File: src/inc/iopc_consts.vh
// constants for the i/o port line configuration block
`ifndef IOPC_CONSTS_VH
`define IOPC_CONSTS_VH

// register indices, byte address is four times the index
`define IOPC_IDX_VAL_A 8'hc0
`define IOPC_IDX_VAL_B 8'hc1
`define IOPC_IDX_VAL_C 8'hc3
`define IOPC_IDX_DIR_A 8'hc4
`define IOPC_IDX_DIR_B 8'hc5
`define IOPC_IDX_DIR_C 8'hc6
`define IOPC_IDX_OPT_A 8'hcc
`define IOPC_IDX_OPT_B 8'hce
`define IOPC_IDX_OPT_C 8'hcf
`define IOPC_IDX_TRIG 8'hd0

// bus geometry
`define IOPC_ADDR_W 10
`define IOPC_IDX_LSB 2
`define IOPC_IDX_MSB 9

// reset values
`define IOPC_PORT_RST 8'h00
`define IOPC_TRIG_RST 6'h00
`define IOPC_RDATA_RST 32'h00000000

// trigger mode codes, two bits per port
`define IOPC_TRIG_FALL 2'h0
`define IOPC_TRIG_RISE 2'h1
`define IOPC_TRIG_LOW 2'h2

// trigger field positions
`define IOPC_TRIG_A_LSB 0
`define IOPC_TRIG_B_LSB 2
`define IOPC_TRIG_C_LSB 4

// line index of alternate function lines in the flat 24-line vector
`define IOPC_LINE_PA5 5
`define IOPC_LINE_PA6 6
`define IOPC_LINE_PA7 7
`define IOPC_LINE_PB0 8
`define IOPC_LINE_PB1 9
`define IOPC_LINE_PB6 14
`define IOPC_LINE_PB7 15

// implemented lines and analog capable lines
`define IOPC_PRESENT_MASK 24'hfffffc
`define IOPC_ANALOG_MASK 24'hf0ff00

`endif

File: src/rtl/iopc_line.v
// one port line: mode decode, pin drive and input event detection
`timescale 1ns/100ps
module iopc_line #(
  parameter PRESENT = 1'b1,
  parameter ANALOG_OK = 1'b0
) (
  // clock and reset
  input wire core_clk,
  input wire rstn,
  // line configuration bits
  input wire dir,
  input wire opt,
  input wire dat,
  // pin level
  input wire pin_in,
  // alternate function hooks
  input wire force_en,
  input wire force_val,
  input wire sub_en,
  input wire sub_val,
  input wire od_en,
  input wire od_val,
  // pin controls
  output reg pin_out,
  output reg pin_oe_n,
  output wire pull_up_en,
  output wire analog_en,
  output wire irq_route,
  // read back and events
  output wire read_val,
  output wire ev_fall,
  output wire ev_rise,
  output wire ev_low
);
  reg prev_q;
  wire in_mode;
  wire out_bit;

  assign in_mode = ~dir & ~force_en;
  assign pull_up_en = PRESENT & in_mode & ~dat;
  assign irq_route = PRESENT & in_mode & opt & ~dat;
  assign analog_en = PRESENT & ANALOG_OK & in_mode & opt & dat;
  assign out_bit = sub_en ? sub_val : dat;
  assign read_val = PRESENT & (dir ? dat : pin_in);

  // input edge and level events, only when routed to interrupts
  always @(posedge core_clk) begin
    if (!rstn) begin
      prev_q <= 1'b1;
    end else begin
      prev_q <= pin_in;
    end
  end
  assign ev_fall = irq_route & prev_q & ~pin_in;
  assign ev_rise = irq_route & ~prev_q & pin_in;
  assign ev_low = irq_route & ~pin_in;

  // pin drive, enable low while driving
  always @* begin
    pin_out = 1'b0;
    pin_oe_n = 1'b1;
    if (!PRESENT) begin
      pin_oe_n = 1'b1;
    end else if (force_en) begin
      pin_out = force_val;
      pin_oe_n = 1'b0;
    end else if (in_mode) begin
      pin_oe_n = 1'b1;
    end else if (opt) begin
      pin_out = out_bit;
      pin_oe_n = 1'b0;
    end else begin
      pin_out = 1'b0;
      pin_oe_n = ~(~out_bit | (od_en & ~od_val));
    end
  end
endmodule // iopc_line

File: src/rtl/iopc_top.v
// i/o port line configuration with avalon-mm register slave
//
// Contract
// dir 0, opt 0, data 0: input with pull-up, no interrupt.
// dir 0, opt 0, data 1: high-impedance input, no pull-up or interrupt.
// dir 0, opt 1, data 0: input with pull-up routed to interrupts.
// dir 0, opt 1, data 1: analog input on analog capable lines.
// dir 1, opt 0: open-drain output from the data latch.
// dir 1, opt 1: push-pull output from the data latch.
// interrupt inputs trigger on falling, rising or low level, per port.
// software selects at most one analog input at a time.
// value register reads pin levels for input lines.
// bit operations read whole register then write back all eight bits.
// software uses a ram copy for ports with inputs.
// software masks missing bits after whole register operations.
// software changes modes only through safe transitions.
// pulse output enable high puts pwm on port b line 7.
// port b line 6 always feeds the reload timer input.
// serial input and slave clock lines readable as inputs any time.
// serial out transmits in open drain; push-pull shows latch only.
// uart receive line readable as input any time.
// uart transmit pin shows latch while no transmission active.
// reset clears all port registers: inputs with pull-up.
// each port has value, direction and option byte registers.
// writes affect pins the cycle after, each line decoded alone.
`timescale 1ns/100ps
`include "iopc_consts.vh"
module iopc_top #(
  parameter NUM_LINES = 24,
  parameter PRESENT_MASK = `IOPC_PRESENT_MASK,
  parameter ANALOG_MASK = `IOPC_ANALOG_MASK
) (
  // clock and reset
  input wire core_clk,
  input wire rstn,
  // avalon-mm slave
  input wire [`IOPC_ADDR_W-1:0] avs_address,
  input wire avs_read,
  input wire avs_write,
  input wire [31:0] avs_writedata,
  input wire [3:0] avs_byteenable,
  output reg [31:0] avs_readdata,
  output wire avs_waitrequest,
  // port pins, lines a0..a7, b0..b7, c0..c7
  input wire [NUM_LINES-1:0] pin_in,
  output wire [NUM_LINES-1:0] pin_out,
  output wire [NUM_LINES-1:0] pin_oe_n,
  output wire [NUM_LINES-1:0] pull_up_en,
  output wire [NUM_LINES-1:0] analog_sel,
  output wire [NUM_LINES-1:0] irq_route,
  // per port interrupt requests, a b c
  output reg [2:0] port_event_q,
  // reload timer
  input wire pulse_output_enable,
  input wire pwm_out,
  output reg reload_timer_in_pin_q,
  // synchronous serial
  input wire spi_out_en,
  input wire spi_out_bit,
  output reg spi_sin_q,
  output reg spi_sclk_q,
  // uart
  input wire uart_tx_active,
  input wire uart_tx_bit,
  output reg uart_rx_q
);

  // picks the event of one line for the port trigger mode
  function trig_sel;
    input [1:0] mode;
    input fall;
    input rise;
    input low;
    begin
      case (mode)
        `IOPC_TRIG_FALL: trig_sel = fall;
        `IOPC_TRIG_RISE: trig_sel = rise;
        `IOPC_TRIG_LOW: trig_sel = low;
        default: trig_sel = 1'b0;
      endcase
    end
  endfunction

  // ---- register state
  reg [7:0] val_a_q;
  reg [7:0] val_b_q;
  reg [7:0] val_c_q;
  reg [7:0] dir_a_q;
  reg [7:0] dir_b_q;
  reg [7:0] dir_c_q;
  reg [7:0] opt_a_q;
  reg [7:0] opt_b_q;
  reg [7:0] opt_c_q;
  reg [5:0] trig_q;
  reg ack_q;
  reg [7:0] rd_byte;

  wire [7:0] idx;
  wire req;
  wire wr_en;
  wire rd_en;
  wire [7:0] wbyte;

  wire [NUM_LINES-1:0] val_all;
  wire [NUM_LINES-1:0] dir_all;
  wire [NUM_LINES-1:0] opt_all;
  wire [NUM_LINES-1:0] read_all;
  wire [NUM_LINES-1:0] ev_fall;
  wire [NUM_LINES-1:0] ev_rise;
  wire [NUM_LINES-1:0] ev_low;
  wire [NUM_LINES-1:0] ev_sel;
  wire [NUM_LINES-1:0] force_en_v;
  wire [NUM_LINES-1:0] force_val_v;
  wire [NUM_LINES-1:0] sub_en_v;
  wire [NUM_LINES-1:0] sub_val_v;
  wire [NUM_LINES-1:0] od_en_v;
  wire [NUM_LINES-1:0] od_val_v;

  // ---- bus handshake: one wait cycle, then the access completes
  assign idx = avs_address[`IOPC_IDX_MSB:`IOPC_IDX_LSB];
  assign req = avs_read | avs_write;
  assign avs_waitrequest = req & ~ack_q;
  assign wr_en = avs_write & ack_q & avs_byteenable[0];
  assign rd_en = avs_read & ~ack_q;
  assign wbyte = avs_writedata[7:0];

  always @(posedge core_clk) begin
    if (!rstn) begin
      ack_q <= 1'b0;
    end else begin
      ack_q <= req & ~ack_q;
    end
  end

  // ---- register writes, each a whole byte
  always @(posedge core_clk) begin
    if (!rstn) begin
      val_a_q <= `IOPC_PORT_RST;
      val_b_q <= `IOPC_PORT_RST;
      val_c_q <= `IOPC_PORT_RST;
      dir_a_q <= `IOPC_PORT_RST;
      dir_b_q <= `IOPC_PORT_RST;
      dir_c_q <= `IOPC_PORT_RST;
      opt_a_q <= `IOPC_PORT_RST;
      opt_b_q <= `IOPC_PORT_RST;
      opt_c_q <= `IOPC_PORT_RST;
      trig_q <= `IOPC_TRIG_RST;
    end else if (wr_en) begin
      case (idx)
        `IOPC_IDX_VAL_A: val_a_q <= wbyte & PRESENT_MASK[7:0];
        `IOPC_IDX_VAL_B: val_b_q <= wbyte & PRESENT_MASK[15:8];
        `IOPC_IDX_VAL_C: val_c_q <= wbyte & PRESENT_MASK[23:16];
        `IOPC_IDX_DIR_A: dir_a_q <= wbyte & PRESENT_MASK[7:0];
        `IOPC_IDX_DIR_B: dir_b_q <= wbyte & PRESENT_MASK[15:8];
        `IOPC_IDX_DIR_C: dir_c_q <= wbyte & PRESENT_MASK[23:16];
        `IOPC_IDX_OPT_A: opt_a_q <= wbyte & PRESENT_MASK[7:0];
        `IOPC_IDX_OPT_B: opt_b_q <= wbyte & PRESENT_MASK[15:8];
        `IOPC_IDX_OPT_C: opt_c_q <= wbyte & PRESENT_MASK[23:16];
        `IOPC_IDX_TRIG: trig_q <= wbyte[5:0];
        default: trig_q <= trig_q;
      endcase
    end
  end

  // ---- read mux, unmapped indices read zero
  always @* begin
    case (idx)
      `IOPC_IDX_VAL_A: rd_byte = read_all[7:0];
      `IOPC_IDX_VAL_B: rd_byte = read_all[15:8];
      `IOPC_IDX_VAL_C: rd_byte = read_all[23:16];
      `IOPC_IDX_DIR_A: rd_byte = dir_a_q;
      `IOPC_IDX_DIR_B: rd_byte = dir_b_q;
      `IOPC_IDX_DIR_C: rd_byte = dir_c_q;
      `IOPC_IDX_OPT_A: rd_byte = opt_a_q;
      `IOPC_IDX_OPT_B: rd_byte = opt_b_q;
      `IOPC_IDX_OPT_C: rd_byte = opt_c_q;
      `IOPC_IDX_TRIG: rd_byte = {2'h0, trig_q};
      default: rd_byte = 8'h00;
    endcase
  end

  always @(posedge core_clk) begin
    if (!rstn) begin
      avs_readdata <= `IOPC_RDATA_RST;
    end else if (rd_en) begin
      avs_readdata <= {24'h000000, rd_byte};
    end
  end

  // ---- flat line vectors
  assign val_all = {val_c_q, val_b_q, val_a_q};
  assign dir_all = {dir_c_q, dir_b_q, dir_a_q};
  assign opt_all = {opt_c_q, opt_b_q, opt_a_q};

  // ---- alternate function hooks
  assign force_en_v = {{(NUM_LINES-1){1'b0}}, pulse_output_enable} << `IOPC_LINE_PB7;
  assign force_val_v = {{(NUM_LINES-1){1'b0}}, pwm_out} << `IOPC_LINE_PB7;
  assign sub_en_v = {{(NUM_LINES-1){1'b0}}, uart_tx_active} << `IOPC_LINE_PB0;
  assign sub_val_v = {{(NUM_LINES-1){1'b0}}, uart_tx_bit} << `IOPC_LINE_PB0;
  assign od_en_v = {{(NUM_LINES-1){1'b0}}, spi_out_en} << `IOPC_LINE_PA7;
  assign od_val_v = {{(NUM_LINES-1){1'b0}}, spi_out_bit} << `IOPC_LINE_PA7;

  // ---- one decoder per line
  genvar i;
  generate
    for (i = 0; i < NUM_LINES; i = i + 1) begin : g_line
      iopc_line #(
        .PRESENT(PRESENT_MASK[i]),
        .ANALOG_OK(ANALOG_MASK[i])
      ) u_line (
        .core_clk(core_clk),
        .rstn(rstn),
        .dir(dir_all[i]),
        .opt(opt_all[i]),
        .dat(val_all[i]),
        .pin_in(pin_in[i]),
        .force_en(force_en_v[i]),
        .force_val(force_val_v[i]),
        .sub_en(sub_en_v[i]),
        .sub_val(sub_val_v[i]),
        .od_en(od_en_v[i]),
        .od_val(od_val_v[i]),
        .pin_out(pin_out[i]),
        .pin_oe_n(pin_oe_n[i]),
        .pull_up_en(pull_up_en[i]),
        .analog_en(analog_sel[i]),
        .irq_route(irq_route[i]),
        .read_val(read_all[i]),
        .ev_fall(ev_fall[i]),
        .ev_rise(ev_rise[i]),
        .ev_low(ev_low[i])
      );
      if (i < 8) begin : g_a
        assign ev_sel[i] = trig_sel(trig_q[`IOPC_TRIG_A_LSB+1:`IOPC_TRIG_A_LSB],
                                    ev_fall[i], ev_rise[i], ev_low[i]);
      end else if (i < 16) begin : g_b
        assign ev_sel[i] = trig_sel(trig_q[`IOPC_TRIG_B_LSB+1:`IOPC_TRIG_B_LSB],
                                    ev_fall[i], ev_rise[i], ev_low[i]);
      end else begin : g_c
        assign ev_sel[i] = trig_sel(trig_q[`IOPC_TRIG_C_LSB+1:`IOPC_TRIG_C_LSB],
                                    ev_fall[i], ev_rise[i], ev_low[i]);
      end
    end
  endgenerate

  // ---- registered requests and peripheral input taps
  always @(posedge core_clk) begin
    if (!rstn) begin
      port_event_q <= 3'h0;
      reload_timer_in_pin_q <= 1'b0;
      spi_sin_q <= 1'b0;
      spi_sclk_q <= 1'b0;
      uart_rx_q <= 1'b0;
    end else begin
      port_event_q <= {|ev_sel[23:16], |ev_sel[15:8], |ev_sel[7:0]};
      reload_timer_in_pin_q <= pin_in[`IOPC_LINE_PB6];
      spi_sin_q <= pin_in[`IOPC_LINE_PA6];
      spi_sclk_q <= pin_in[`IOPC_LINE_PA5];
      uart_rx_q <= pin_in[`IOPC_LINE_PB1];
    end
  end

endmodule // iopc_top

File: config.mk
export PLATFORM = sky130hd
export DESIGN_NAME = iopc_top
export DESIGN_NICKNAME = d
export VERILOG_FILES = /design/src/rtl/iopc_line.v /design/src/rtl/iopc_top.v
export VERILOG_INCLUDE_DIRS = /design/src /design/src/inc
export SDC_FILE = /design/constraint.sdc
export NUM_CORES = 1
export LEC_CHECK = 0
export BUFFER_PORTS_ARGS = -buffer_cell sky130_fd_sc_hd__clkbuf_2
export CAP_MARGIN = 0
export CORE_MARGIN = 4
export CORE_UTILIZATION = 46
export DETAILED_ROUTE_END_ITERATION = 16
export GPL_TIMING_DRIVEN = 0
export PLACE_DENSITY_LB_ADDON = 0.05
export SLEW_MARGIN = 30
export SYNTH_ARGS = -nofsm -noshare
export SYNTH_HDL_FRONTEND = slang
export SYNTH_SLANG_ARGS = --single-unit
export TNS_END_PERCENT = 30
File: constraint.sdc
create_clock -name core_clk -period 1.6 [get_ports core_clk]
set_input_delay 0.16 -clock core_clk [delete_from_list [all_inputs] [get_ports core_clk]]
set_output_delay 0.16 -clock core_clk [all_outputs]
set_load 0.02 [all_outputs]
# Word-level counts from Yosys, hierarchy flattened
# Cells that the tools add are included.
# totals
wordCells,495
in_bits,80
reg_bits,110
# op_classes
n_eq_ne,16
n_reduce_logical,16
bitwise,288
mux,136
# op_table
operator,n
$and A1 B1 Y1,194
$mux W1,113
$not A1 Y1,92
$eq A8 B8 Y1 const B,10
$pmux W8 S10,1
$pmux W1 S3,22
$reduce_and A2 Y1,10
$reduce_or A8 Y1,2
$eq A2 B1 Y1 const B,3
$eq A2 B2 Y1 const B,3
$logic_not A2 Y1,3
$reduce_or A6 Y1,1
$or A1 B1 Y1,2

# Logic depth before layout (Yosys ltp)
# Gate-level depths: netlist of run 1.
# logic_depth
ltp_word,8
mapped_depth,7
depth_no_buf,5

# By module
# Synthesis of run 1 repeated with hierarchy kept, for this count alone.
# hier_totals
hier_cells,899
area_unflattened_um2,7823.8
# by_module_without_submodules
module,seq_area_each_um2,cells_per_inst,area_each_um2,n_inst
iopc_top,1761.7,493,4483.0,1
iopc_line at g_line[10].u_line ...,20.0,17,143.9,12
iopc_line at g_line[16].u_line ...,20.0,18,146.4,10
iopc_line at g_line[0].u_line ...,0.0,11,75.1,2

# Worst setup path after synthesis of run 1
# OpenSTA, ideal clock, no wires.
# synth_timing
path_kind,register -> register
from,register ack_q
to,register opt_b_q[2]
slack_ps,-18
setup_ps,128
t_arrival_ps,1490
stages_incl_launch_ff,5
t_required_ps,1472
n_path_buf,0
cell_sequence,dfxtp_1 > nand3_1 > nor4_4 > mux2i_1 > nor2_1
# synth_via
elab_chain_cells,3
# synth_rtl
item,line,text
"start, declared",iopc_top.v:95,reg ack_q;
"start signal, assigned",iopc_top.v:131,ack_q <= req & ~ack_q;
$and A1 B1 Y1 (2 in series),iopc_top.v:123,assign wr_en = avs_write & ack_q & avs_byteenable[0];
$reduce_and A2 Y1 (no source line),-,
"end signal, assigned",iopc_top.v:145,opt_b_q <= `IOPC_PORT_RST;
"end signal, assigned",iopc_top.v:157,`IOPC_IDX_OPT_B: opt_b_q <= wbyte & PRESENT_MASK[15:8];
"end, declared",iopc_top.v:92,reg [7:0] opt_b_q;
# Every way passes these cells.
# A chain may end at the register's enable or synchronous reset.

# Final worst setup path of run 1
# layout_timing
from,input port avs_address[5]
to,register avs_readdata[0]
# layout_via
elab_chain_cells,2
# layout_rtl
item,line,text
"start, declared",iopc_top.v:37,"input wire [`IOPC_ADDR_W-1:0] avs_address,"
$eq A8 B8 Y1,iopc_top.v:167,case (idx)
$pmux W8 S10 *,iopc_top.v:167,
"end signal, assigned",iopc_top.v:184,avs_readdata <= `IOPC_RDATA_RST;
"end signal, assigned",iopc_top.v:186,"avs_readdata <= {24'h000000, rd_byte};"
"end, declared",iopc_top.v:42,"output reg [31:0] avs_readdata,"
# Mark *: on every way between the ends. The rest lies on a longest branch, timed or not.

==> metrics, run 1 <==
full die area approximately 17000 sq um; Lkg Pwr between 4 and 5 nW; layout cells sized above 1 between 30% and 40%; Critical Path RT 1.88 ns; Reg2Reg Depth 5; Worst slew margin between 40% and 50%; post-synth top area share a little under a third; most frequent cells in the layout clkbuf_2, buf_4, nor2_1; # rows between 40 and 50; Distinct cells, synth roughly 60; largest net degree at the start of global routing 17; flop2flop setup slack about 0.048 ns; I/O Buffers between 150 and 200; Via density ~5.1; maxcap violations 0; maximum vdd drop between 400 and 500 uV; Yosys top cell by area dfxtp_1; GP Congestion approximately 0.97; Final #Nets 1173; Post-synth top flop dfxtp_1; RR Endpoint avs_readdata[0]; Worst setup startpoint avs_address[5]; Clock H-tree levels 3; total power around 5.8 mW; Post-Synth XOR/XNOR Area 0%; Remaining DRCs 0; Max Slew Vio Count 0; RR Startpoint dir_c_q[0]; stages on the worst setup path 7; ys async rst share 0%; drt wl/cell around 17 microns; Clk pin slew, worst setup/hold paths around 0.070 ns; Pre-antenna DRT Iters 5; CP arrival about 1.8 ns; Crit Path Category input pin to flop; clock sinks 110; hold path start pin_in[12]; delay-heaviest family, CP buffers and inverters; antenna violations before repair 0; post-synthesis mux area share between 10% and 20%; Worst Max-Slew Pin Slew 0.790 ns; Synth Area in Simple Gates about a quarter; # setup viols final 0; CP max stage delay 0.45 ns; Detailed Route WL 21.9 mm; clock tree from TritonCTS built; Congestion Overflow GR 0; Tmin final ~1.6 ns; Placeable Area around 15000 sq um; number of synthesized flops with an enable pin 0; adder-cell share of the synthesized area 0%; die width between 100 and 150 microns; setup TNS 0 ns; status complete, no violations; first-pass GRT wire length about 33 mm; Hold Path Class input pin to flop; antenna cells 0; gr usage total between 20% and 30%; CP max stage cell a311oi_1; starting density of the core 47.5%; crit-path cells clkbuf_2 > buf_2 > buf_2 > nand3_1 > a311oi_1 > nor3_1 > o21ai_0; crit start category input pin; #FFs+latches synth between 100 and 150; Via Count about 6500; final hold vios 0; layout overhead on the synthesized area 23.6%; commonest non-fill, non-tap cell in the layout clkbuf_2; hold path cells 3; critical path capture point type flop; Critical Path Most Common Cell buf_2; Cell Pwr Density around 670 nW/um^2; iteration-0 DRC count of the detailed router ~610; compound-gate portion of the synthesized area 11.3%; Buf/Inv on CP 3; sequential area share after synthesis between 30% and 40%; Antenna Nets Post-Route 0; final period utilization between 90% and 100%; Hold Path Sink g_line[12].u_line.prev_q; Fmax about 640 MHz; IO Pins 240; Yosys Warn Count 0; Post-CTS Hold Buffers 0; Crit Path Max Fanout 10; largest family of logic cells by synthesized area simple AND/OR/NAND/NOR gates; clock root buffer master clkbuf_16; Clock Skews 0.00424 ns; Clock Tree Buf Depth 2; Finished Core Util about three fifths; height of the die 131 microns; area of the mapped netlist about 7000 sq um; clk_lat worst skew around 0.35 ns; DP HPWL between 15 and 20 mm; RSZ-0062 raised after global routing true; Synth Area per Inst 7.92 sq um; vias in the first global route between 5000 and 6000; top cells by area, synth dfxtp_1, buf_4, mux2i_1, nor2_1, o21ai_0; Num CTS Buffers 9; Mapped Cells roughly 890
[power breakdown]
part / internal, mW / leakage (nW) / switching [mW] / total (mW)
registers: 2.77 / 0.898 / 0.0119 / 2.78
logic: 0.237 / 3.15 / 0.446 / 0.683
clock network: 1.29 / 0.152 / 1.02 / 2.32
[what timing repair did]
action,in CTS,in global routing
resized for setup,25,22
setup buffers,1,3
pin swaps,1,3
setup endpoints to repair,84,62
[metal layers]
| metal | wire (microns) | track usage (%) | share of wire (%) |
|---|---|---|---|
| met4 | 529 | 7.82 | 2.4 |
| met3 | 1710 | 5.39 | 7.8 |
| met5 | 0 | 0 | 0 |
| met1 | 9830 | 33.7 | 45 |
| met2 | 9780 | 37.8 | 45 |
[cell type report]
| cell class | instances | area, sq um |
|---|---|---|
| inverter | 24 | 90.1 |
| clock buffer | 12 | 256 |
| fill | 1439 | 6090 |
| timing repair buffer | 159 | 831 |
| buffer | 183 | 1260 |
| tap | 184 | 230 |
| multi-input combinational | 606 | 3740 |
| sequential | 110 | 2220 |
| clock inverter | 4 | 45.0 |
[cells in the mapped netlist, drive strengths merged, types with 2 or more instances]
cell type and count:
buf 156, nor2 117, dfxtp 110, mux2i 76, o21ai 55, nand2 54
and3 38, clkbuf 31, a21oi 30, nand2b 27, inv 24, nor3 24
and2 23, nand3 21, nor3b 14, mux2 8, a22oi 7, nand4 5
o22ai 5, or2 5, nor2b 4, o211ai 4, or3 4, a211o 3
a21boi 3, a311oi 3, a211oi 2, a21o 2, a32oi 2, conb 2
nand3b 2, nor4 2, nor4b 2, o21a 2, o31a 2
[worst max path at each step]
stage,end,slack [ns]
3_3_place_gp,dir_a_q[2],-0.63
6_report,avs_readdata[0],0.05
5_1_grt,irq_route[11],-0.03
2_1_floorplan,trig_q[2],-0.004
3_5_place_dp,dir_a_q[2],-0.58
4_1_cts,irq_route[14],-0.01
[flip-flops by register name, summed over array words and instances (netlist names), 6 cells and up]
signal / count
avs_readdata: 8
dir_a_q: 6
dir_b_q: 8
dir_c_q: 8
g_line.u_line.prev_q: 22
opt_a_q: 6
opt_b_q: 8
opt_c_q: 8
trig_q: 6
val_a_q: 6
val_b_q: 8
val_c_q: 8
[worst register-to-register path, stage by stage (launching register included)]
cell and delay [ns]:
dfxtp_1 0.46, mux2_2 0.23, nand2_1 0.06, a311oi_1 0.44, nor3_1 0.12, o21ai_0 0.16
[kinds of logic after synthesis]
| logic type | after synthesis |
|---|---|
| AND/OR/NAND/NOR | 347 |
| flip-flops | 110 |
| other | 2 |
| multiplexers | 84 |
| AO/OA/AOI/OAI | 131 |
| buffers and inverters | 211 |
[stage by stage]
step                instances  hold slack, ns  cell area (sq um)  worst slack [ns]
floorplan                 927           0.256               7170          -0.00392
global placement         1266           0.384               8170            -0.628
detailed placement       1266           0.395               8170            -0.580
CTS                      1280          0.0286               8580           -0.0142
global route             1282          0.0408               8670           -0.0312
finish                   1282          0.0308               8670            0.0480
No activity file was read; power rests on OpenSTA's default activity.
==> run 2: changes to the inputs <==
- CORE_MARGIN: 4 -> 3
- CORE_UTILIZATION: 46 -> 45
- GPL_TIMING_DRIVEN: 0 -> 1
==> metrics, run 2 (synthesis gave the netlist of run 1 again) <==
Post-CTS Hold Buffers 0 (unchanged); CP max stage delay 0.43 ns (was 0.45 ns); hold path cells 3 (unchanged); Max Slew Vio Count 0 (unchanged); CP max stage cell dfxtp_1 (was a311oi_1); final hold slack 0.0229 ns (was 0.0308 ns); Tmin final 1.52 ns (was 1.55 ns); setup bufs post-CTS 0 (was 1); vias in the first global route 5770 (was 5836); Num CTS Buffers 9 (unchanged); Clock Tree Buf Depth 2 (unchanged); total power 5.83 mW (was 5.78 mW); Fmax 658 MHz (was 644 MHz); Remaining DRCs 0 (unchanged); Finished Core Util 53.3% (was 58.8%); Final #Nets 1069 (was 1173); critical path capture point type output port (was flop); Via Count 6282 (was 6519); antenna cells 0 (unchanged); Via density 5.33 (was 5.09); die width 131 microns (about the same); largest net degree at the start of global routing 76 (was 17); drt wl/cell 18.0 microns (was 17.0 microns); Crit Path Category flop to output port (was input pin to flop); clock root buffer master clkbuf_16 (unchanged); maxcap violations 0 (unchanged); iteration-0 DRC count of the detailed router 344 (was 605); status complete, no violations (unchanged); # setup viols final 0 (unchanged); layout overhead on the synthesized area 12.9% (was 23.6%); final hold vios 0 (unchanged); fin cells 1178 (was 1282); Reg2Reg Depth 6 (was 5); Hold Path Class input pin to flop (unchanged); Crit Path Max Fanout 6 (was 10); Critical Path RT 1.44 ns (was 1.88 ns); Clk pin slew, worst setup/hold paths 0.08 ns (was 0.07 ns); largest register by flop count g_line.u_line.prev_q (unchanged); clk_lat worst skew 0.36 ns (was 0.35 ns); max reg flops 22 (unchanged); Worst slew margin 46.3% (was 47.3%); Cell Pwr Density 736 nW/um^2 (was 667 nW/um^2); maximum vdd drop 511 uV (was 497 uV); IO Pins 240 (unchanged); Lkg Pwr 3.73 nW (was 4.20 nW); layout cells sized above 1 28.7% (was 35.3%); # fillers 1454 (was 1439); Clock Skews 0.0117 ns (was 0.00424 ns); most frequent cells in the layout clkbuf_2, nor2_1, dfxtp_1 (was clkbuf_2, buf_4, nor2_1); Pre-antenna DRT Iters 5 (unchanged); final period utilization 95.0% (was 97.0%); first-pass GRT wire length 32.1 mm (was 33.5 mm); height of the die 131 microns (about the same); antenna violations before repair 0 (unchanged); GP Congestion 0.919 (was 0.969); Worst Max-Slew Pin Slew 0.805 ns (was 0.790 ns); crit start category flop (was input pin); I/O Buffers 164 (was 155); Antenna Nets Post-Route 0 (unchanged); DP HPWL 16.8 mm (about the same); Detailed Route WL 21.2 mm (was 21.9 mm); starting density of the core 47.2% (was 47.5%); gr usage total 24.5% (was 24.3%); Placed Instance Area 7580 sq um (was 8170 sq um); CP arrival 1.36 ns (was 1.83 ns); clock tree from TritonCTS built (unchanged); clock sinks 110 (unchanged); crit-path cells nor3b_1 > clkbuf_2 (was clkbuf_2 > buf_2 > buf_2 > nand3_1 > a311oi_1 > nor3_1 > o21ai_0); Clock H-tree levels 3 (unchanged); commonest non-fill, non-tap cell in the layout clkbuf_2 (unchanged); # rows 44 (unchanged); RSZ-0062 raised after global routing true (unchanged); Congestion Overflow GR 0 (unchanged); post-route cell area 7920 sq um (was 8670 sq um); Placed Cells 1162 (was 1266); Placeable Area 14900 sq um (was 14800 sq um); full die area 17100 sq um (was 17300 sq um)
run 2: cell count changes in the layout (fill, tap and decap cells not counted), moves of 3 or more:
cell,previous run,this run
buf_2,10,0
buf_12,2,5
clkbuf_1,19,2
dfxtp_1,101,109
nor3b_2,5,2
buf_4,147,69
nor3b_1,9,12
dfxtp_2,8,1
run 2: power by group:
part	internal (mW)	total (mW)	switching [mW]
Clock	1.38	2.44	1.06
Sequential	2.77	2.78	0.0102
Combinational	0.202	0.612	0.410
Total	4.35	5.83	1.48
run 2: cell type report:
cell class / count / area [sq um] / share of cell area (%)
tap: 184 / 230 / 2.91
inverter: 24 / 90.1 / 1.14
timing repair buffer: 238 / 1440 / 18.2
clock inverter: 5 / 81.3 / 1.03
multi-input combinational: 606 / 3640 / 46.0
clock buffer: 11 / 233 / 2.94
sequential: 110 / 2200 / 27.8
run 2: worst max-delay path, delay by kind of cell (launching register included):
family / cells / cell delay (ns)
flip-flops: 1 / 0.43
buffers and inverters: 1 / 0.24
AND/OR/NAND/NOR: 1 / 0.34
run 2: metal layers:
metal,GRT usage (%),up-vias,part of all wire (%)
met4,5.93,0,1.3
met1,33.5,3011,46
met5,0,-,0
met3,4.80,16,5.7
li1,-,3033,-
met2,40.0,222,47
run 2: worst paths after layout:
kind | slack [ns] | end | from
setup / recovery | 0.08 | irq_route[12] | opt_b_q[4]
hold / removal | 0.02 | g_line[12].u_line.prev_q | pin_in[12]
setup reg to reg | 0.08 | dir_a_q[2] | ack_q
hold reg to reg | 0.48 | avs_readdata[3] | avs_readdata[3]
run 2: stage by stage:
step / setup TNS (ns) / worst slack (ns)
floorplan: -0.0234 / -0.00392
global placement: -1.84 / -0.0941
detailed placement: -3.32 / -0.113
CTS: 0 / 0.0212
global route: -0.0401 / -0.0330
finish: 0 / 0.0794
run 2: repair_timing:
action | 4_1_cts | 5_1_grt
endpoints found under the setup margin | 1 | 7
hold endpoints to repair | 0 | 0
gates cloned | 0 | 0
pin swaps | 0 | 0
gates resized for setup | 1 | 5
